==> src/data_move_defines.vh <==
// opcode fields, address layout and phase numbering for the data-move executer
// assumes a 16-bit program word and a 12-bit byte-addressed data space
//
// What this block does
// - file copy takes 12-bit source and destination, whole space, no banking
// - file copy is two words: nibble 1100 plus source, nibble 1111 plus destination
// - file copy writes source byte unchanged to destination, no flag changes
// - file copy: two cycles; source read in phase two, destination written phase four
// - opcode 0000 0001 loads literal into bank select, low nibble used, one cycle
// - store working to 8-bit file address; access bit 0 access bank, 1 banked
`ifndef DATA_MOVE_DEFINES_VH
`define DATA_MOVE_DEFINES_VH

// quarter phases of one instruction cycle
`define PH_Q1 2'h0
`define PH_Q2 2'h1
`define PH_Q3 2'h2
`define PH_Q4 2'h3

// opcode fields of the program word
`define NIB_COPY_SRC 4'hc
`define NIB_COPY_DST 4'hf
`define BYTE_LOAD_BANK 8'h01
`define BYTE_LOAD_WORKING 8'h0e
`define SEVEN_STORE_WORKING 7'h37

// access bank split: low half maps to page 0, high half to the top page
`define ACCESS_SPLIT_BIT 7
`define PAGE_LOW 4'h0
`define PAGE_HIGH 4'hf

// reset values
`define RST_WORKING 8'h00
`define RST_BANK 4'h0

`endif

==> src/data_move_exec.v <==
// executes the four data-move instructions of the core, one quarter phase per clock
// assumes the fetch stage holds the program word steady through phase one of each
// instruction cycle and that data memory reads combinationally while mem_rd_en is high
`timescale 1ns/1ps
`include "data_move_defines.vh"

module data_move_exec #(
    parameter ADDR_W = 12,
    parameter DATA_W = 8
) (
    input wire core_clk,
    input wire srst,
    input wire [15:0] instr_word,
    input wire instr_valid,
    input wire skip_in,
    input wire [DATA_W-1:0] mem_rdata,
    output reg [ADDR_W-1:0] mem_addr,
    output reg mem_rd_en,
    output reg mem_wr_en,
    output reg [DATA_W-1:0] mem_wdata,
    output reg [DATA_W-1:0] working,
    output reg [3:0] bank_select_register,
    output reg [1:0] phase,
    output reg copy_pending,
    output reg illegal_word
);

    // operations held for the current instruction cycle
    localparam OP_NOP = 3'h0;
    localparam OP_COPY_READ = 3'h1;
    localparam OP_COPY_WRITE = 3'h2;
    localparam OP_LOAD_BANK = 3'h3;
    localparam OP_LOAD_WORKING = 3'h4;
    localparam OP_STORE_WORKING = 3'h5;

    // sequencer states
    // the second state only exists for the copy's destination word
    localparam ST_FIRST = 1'b0;
    localparam ST_SECOND = 1'b1;

    // held for one instruction cycle; state, skip_second and copy_byte carry a copy across two
    reg [2:0] op;
    reg state;
    reg skip_second;
    reg [ADDR_W-1:0] dst_addr;
    reg [DATA_W-1:0] copy_byte;
    reg [DATA_W-1:0] literal;
    reg [ADDR_W-1:0] file_addr;

    // decode results, latched only at the edge that closes phase one
    reg [2:0] next_op;
    reg next_state;
    reg next_skip_second;
    reg next_illegal;

    // banked or access-bank address of an 8-bit file operand
    function [11:0] file_address;
        input [7:0] f;
        input a;
        input [3:0] bank;
        begin
            // a bank loaded in phase four is seen from the next decode on
            if (a) begin
                file_address = {bank, f};
            end else if (f[`ACCESS_SPLIT_BIT]) begin
                file_address = {`PAGE_HIGH, f};
            end else begin
                file_address = {`PAGE_LOW, f};
            end
        end
    endfunction

    // decode of the word seen in phase one
    always @* begin
        next_op = OP_NOP;
        next_state = ST_FIRST;
        next_skip_second = 1'b0;
        next_illegal = 1'b0;
        case (state)
            ST_FIRST: begin
                if (instr_valid && instr_word[15:12] == `NIB_COPY_SRC) begin
                    // a skipped copy still eats its second word as a no-op
                    next_state = ST_SECOND;
                    next_skip_second = skip_in;
                    next_op = skip_in ? OP_NOP : OP_COPY_READ;
                end else if (instr_valid && !skip_in) begin
                    if (instr_word[15:8] == `BYTE_LOAD_BANK) begin
                        next_op = OP_LOAD_BANK;
                    end else if (instr_word[15:8] == `BYTE_LOAD_WORKING) begin
                        next_op = OP_LOAD_WORKING;
                    end else if (instr_word[15:9] == `SEVEN_STORE_WORKING) begin
                        next_op = OP_STORE_WORKING;
                    end else begin
                        next_op = OP_NOP; // other instructions belong elsewhere
                    end
                end else begin
                    next_op = OP_NOP;
                end
            end
            ST_SECOND: begin
                // a skipped copy swallows its second word without raising illegal_word
                if (skip_second) begin
                    next_op = OP_NOP;
                end else if (instr_valid && instr_word[15:12] == `NIB_COPY_DST) begin
                    next_op = OP_COPY_WRITE;
                end else begin
                    // missing destination word: drop the copy rather than write junk
                    next_op = OP_NOP;
                    next_illegal = 1'b1;
                end
            end
            default: begin
                next_op = OP_NOP;
            end
        endcase
    end

    // free-running quarter phase counter
    // nothing stalls it, so the fetch side aligns its words to phase one by watching it
    always @(posedge core_clk) begin
        if (srst) begin
            phase <= `PH_Q1;
        end else begin
            phase <= phase + 2'h1;
        end
    end

    // latch decode and operands at the close of phase one
    always @(posedge core_clk) begin
        if (srst) begin
            op <= OP_NOP;
            state <= ST_FIRST;
            skip_second <= 1'b0;
            dst_addr <= {ADDR_W{1'b0}};
            literal <= {DATA_W{1'b0}};
            file_addr <= {ADDR_W{1'b0}};
            copy_pending <= 1'b0;
            illegal_word <= 1'b0;
        end else if (phase == `PH_Q1) begin
            op <= next_op;
            state <= next_state;
            skip_second <= next_skip_second;
            copy_pending <= (next_state == ST_SECOND);
            illegal_word <= next_illegal;
            // taken on every decode; only the two load operations consume it
            literal <= instr_word[7:0];
            // full 12-bit operands bypass bank selection
            if (next_op == OP_COPY_WRITE) begin
                dst_addr <= instr_word[11:0];
            end
            file_addr <= file_address(instr_word[7:0], instr_word[8],
                                      bank_select_register);
        end else begin
            illegal_word <= 1'b0;
        end
    end

    // data memory strobes: read in phase two, write in phase four
    always @(posedge core_clk) begin
        if (srst) begin
            mem_addr <= {ADDR_W{1'b0}};
            mem_rd_en <= 1'b0;
            mem_wr_en <= 1'b0;
            mem_wdata <= {DATA_W{1'b0}};
            copy_byte <= {DATA_W{1'b0}};
        end else begin
            mem_rd_en <= 1'b0;
            mem_wr_en <= 1'b0;
            case (phase)
                `PH_Q1: begin
                    if (next_op == OP_COPY_READ) begin
                        mem_addr <= instr_word[11:0];
                        mem_rd_en <= 1'b1;
                    end else if (next_op == OP_STORE_WORKING) begin
                        // the store reads its target like any file operand; the byte is unused
                        mem_addr <= file_address(instr_word[7:0], instr_word[8],
                                                 bank_select_register);
                        mem_rd_en <= 1'b1;
                    end
                    // second copy cycle issues no dummy read
                end
                `PH_Q2: begin
                    // memory answers combinationally, so the byte is caught as phase two closes
                    if (op == OP_COPY_READ) begin
                        copy_byte <= mem_rdata;
                    end
                end
                `PH_Q3: begin
                    // strobes raised here stand through phase four; memory writes as it closes
                    if (op == OP_COPY_WRITE) begin
                        mem_addr <= dst_addr;
                        mem_wdata <= copy_byte;
                        mem_wr_en <= 1'b1;
                    end else if (op == OP_STORE_WORKING) begin
                        mem_addr <= file_addr;
                        mem_wdata <= working;
                        mem_wr_en <= 1'b1;
                    end
                end
                default: begin
                    mem_rd_en <= 1'b0;
                end
            endcase
        end
    end

    // core registers written at the close of phase four; no flag is touched here
    // a load lands before the next decode, so the following store already sees it
    always @(posedge core_clk) begin
        if (srst) begin
            working <= `RST_WORKING;
            bank_select_register <= `RST_BANK;
        end else if (phase == `PH_Q4) begin
            if (op == OP_LOAD_WORKING) begin
                working <= literal;
            end
            if (op == OP_LOAD_BANK) begin
                bank_select_register <= literal[3:0];
            end
        end
    end

endmodule

==> config.mk <==
export PLATFORM = sky130hd
export DESIGN_NAME = data_move_exec
export DESIGN_NICKNAME = d
export VERILOG_FILES = /design/src/data_move_exec.v
export VERILOG_INCLUDE_DIRS = /design/src
export SDC_FILE = /design/constraint.sdc
export NUM_CORES = 1
export LEC_CHECK = 0
export BUFFER_PORTS_ARGS = -buffer_cell sky130_fd_sc_hd__buf_2
export CORE_MARGIN = 2
export CORE_UTILIZATION = 30
export CTS_BUF_LIST = sky130_fd_sc_hd__clkbuf_8
export DETAILED_ROUTE_END_ITERATION = 8
export PLACE_DENSITY = 0.58
export SETUP_SLACK_MARGIN = 0.1
export SYNTH_ARGS = -nofsm -noshare
export SYNTH_HDL_FRONTEND = slang
export SYNTH_SLANG_ARGS = --single-unit
export TNS_END_PERCENT = 100
==> constraint.sdc <==
create_clock -name core_clk -period 3.9 [get_ports core_clk]
set_input_delay 0.39 -clock core_clk [delete_from_list [all_inputs] [get_ports core_clk]]
set_output_delay 0.39 -clock core_clk [all_outputs]
set_load 0.005 [all_outputs]
==> impl_metrics.csv <==
group,metric,value,unit
critical_path,r2r-start,"phase[0]",
layout,final_common_cell,"dfxtp_1",
synthesis,synthCells,358,
routing,wl_per_cell,14.7,um
global_routing,grt_pass1_vias,2662,
hold_path,hold_depth,3,
floorplanning,die_h,111,um
clock_tree,cts_root_buf,"clkbuf_8",
clock_tree,post_cts_buffers,0,
hold_path,hold_path.class,"primary input to flop",
layout,diodes,0,
clock_tree,clockBufferDepth,2,
power_and_ir_drop,p_per_area,370,mW/mm^2
power_and_ir_drop,ir_drop,0.174,mV
floorplanning,fp.dieArea,0.0123,mm^2
critical_path,required,4160,ps
hold_path,min_to,"copy_byte[2]",
layout,syn2layout_area_growth,17.1,%
clock_tree,htreeDepth,3,
clock_tree,cts_num_sinks,74,
global_routing,grt_use_total,0.134,
floorplanning,initial_core_util,0.304,
routing,drc,0,
sta,setup_violations,0,
synthesis,synth_cell_types,46,
synthesis,postSynthAreaPerCell,9.60,um^2
synthesis,synth_area_leaders,"dfxtp_1 43%, mux2i_1 17%, nor2_1 6.3%",
critical_path,worstSetupStartpointType,"flop",
sta,tns,0,ps
critical_path,rr_worst_depth,6,
placement,numPortBuffers,65,
sta,rsz0062_at_grt,"false",
sta,slew_headroom,0.217,
sta,finClkSkew,13.2,ps
synthesis,syn-num-nets,390,
global_routing,grt_pass1_wl,13300,um
sta,finalCritPeriodShare,0.706,
routing,ant_nets,0,
synthesis,ys.warnings.count,0,
sta,worst_pin_slew,1170,ps
routing,drt_pass1_iterations,4,
placement,hpwlAfterDp,5910,um
synthesis,synth_area_leader_cell,"dfxtp_1",
routing,wirelength,8260,um
critical_path,regToRegSetupSlack,1150,ps
floorplanning,std_cell_rows,39,
placement,place.gp.congestion,0.772,
critical_path,cp_data_arrival_time,3010,ps
critical_path,r2r-end,"mem_addr[11]",
synthesis,synth_top_area_frac,0.431,
synthesis,synth_edf_count,0,
clock_tree,cts_resized,0,
synthesis,syn-cell-area,0.00344,mm^2
power_and_ir_drop,power,1.49,mW
sta,fin_crit,2750,ps
layout,drive_gt1_frac,0.234,
run,maxCapViolCount,0,
sta,slew_violations,0,
clock_tree,insertion_delay,350,ps
floorplanning,die_x,111,um
layout,final_cell_mix,"74 x dfxtp_1, 65 x buf_2, 58 x mux2i_1, 58 x nor2_1, 32 x nand2b_1",
floorplanning,core-area,0.0113,mm^2
global_routing,antenna_found_initial,0,
routing,num_vias,2702,
critical_path,critical_path_class,"flop to flop",
hold_path,hp-start,"mem_rdata[2]",
clock_tree,hold_buffers,0,
routing,via_per_inst,4.82,
global_routing,grt_overflow,0,
sta,finalHoldViolations,0,
critical_path,worstSetupEndpointType,"flop",
power_and_ir_drop,leakagePower,1.54,nW
critical_path,crit_fanout,28,
routing,dr.first_iter.drc_count,117,
synthesis,synthFlopType,"dfxtp_1",
clock_tree,cts_inserted_buffers,9,
global_routing,grt_max_degree,60,
clock_tree,cts_tree,"built",
sta,fmax,363,MHz
synthesis,ys_ff_latch,74,
synthesis,yosysSeqAreaShare,0.431,
layout,fin_nets,445,
synthesis,async_flop_share,0,
clock_tree,clkTransAtPathRegs,80,ps
run_status,status,"completed",
floorplanning,io_pins,66,
[synth_stat cells, types with 2 or more instances]
cell and count:
a211oi_1 15, nand3_1 6, dfxtp_1 74, nor2b_1 3
a211o_1 8, buf_2 3, and3_1 2, nand2b_1 32
mux2_2 3, nand2_1 10, o21ai_0 2, ha_1 4
a221oi_1 3, nor3b_1 5, a21oi_1 15, inv_1 9
buf_4 3, nor4b_1 3, clkbuf_1 16, nand4_1 2
mux2i_1 58, nor2_1 58
[metal layers]
metal / track usage / wire length [um] / up-vias
met1: 0.174 / 3840 / 1270
met3: 0.0339 / 382 / 9
met2: 0.222 / 3950 / 56
met5: 0 / 0 / -
li1: - / - / 1367
met4: 0.0403 / 89 / 0
[cell type report]
| cell class | instances | area, um^2 |
|---|---|---|
| fill | 1166 | 7290 |
| multi-input combinational | 250 | 1810 |
| sequential | 74 | 1480 |
| timing repair buffer | 69 | 355 |
| tap | 143 | 179 |
| clock buffer | 9 | 124 |
| clock inverter | 7 | 45.0 |
| inverter | 9 | 33.8 |
[through the flow]
| stage | area [um^2] | util | hold WS (ps) | std cells | setup WS (ps) |
|---|---|---|---|---|---|
| finish | 4030 | 0.356 | 277 | 561 | 1150 |
| global route | 4030 | 0.356 | 278 | 561 | 790 |
| CTS | 4030 | 0.356 | 266 | 561 | 1100 |
| detailed placement | 3860 | 0.341 | 457 | 545 | 1130 |
| global placement | 3860 | 0.341 | 451 | 545 | 1240 |
| floorplan | 3440 | - | 444 | 358 | 1960 |
[state kept, by name (all words and copies together) (netlist names), 2 cells and up]
register              flops
working                   8
bank_select_register      4
copy_byte                 8
dst_addr                 12
literal                   7
mem_addr                 12
file_addr                 5
phase                     2
mem_wdata                 8
op                        3
[worst max-delay path, cell delays in order, from the launching register on]
cell	delay, ps
dfxtp_1	350
inv_1	90
ha_1	810
o21ai_0	270
a221o_1	650
nor2b_1	260
a311oi_1	230
[worst max-delay path by stage]
stage                   startpoint      endpoint  cells after the start
detailed placement        phase[0]  mem_addr[11]                      6
finish                    phase[0]  mem_addr[11]                      6
floorplan           instr_word[12]  dst_addr[10]                      6
CTS                       phase[0]  mem_addr[11]                      6
global placement          phase[0]  mem_addr[11]                      6
global route              phase[0]  mem_addr[11]                      6
[where the power goes]
group	total (mW)	internal, mW	switching (mW)
Combinational	0.172	0.0751	0.0967
Clock	0.520	0.228	0.292
Sequential	0.800	0.780	0.0201
[logic make-up (layout without fill, tap and decap cells)]
logic type / after synthesis / in the layout / synth area share
and+or+nand+nor: 132 / 132 / 0.213
DFF: 74 / 74 / 0.431
muxes: 61 / 61 / 0.179
AOI/OAI and AO/OA: 53 / 53 / 0.116
buffers and inverters: 34 / 94 / 0.0466
adders and majority gates: 4 / 4 / 0.0146
(Power assumes the default switching activity.)
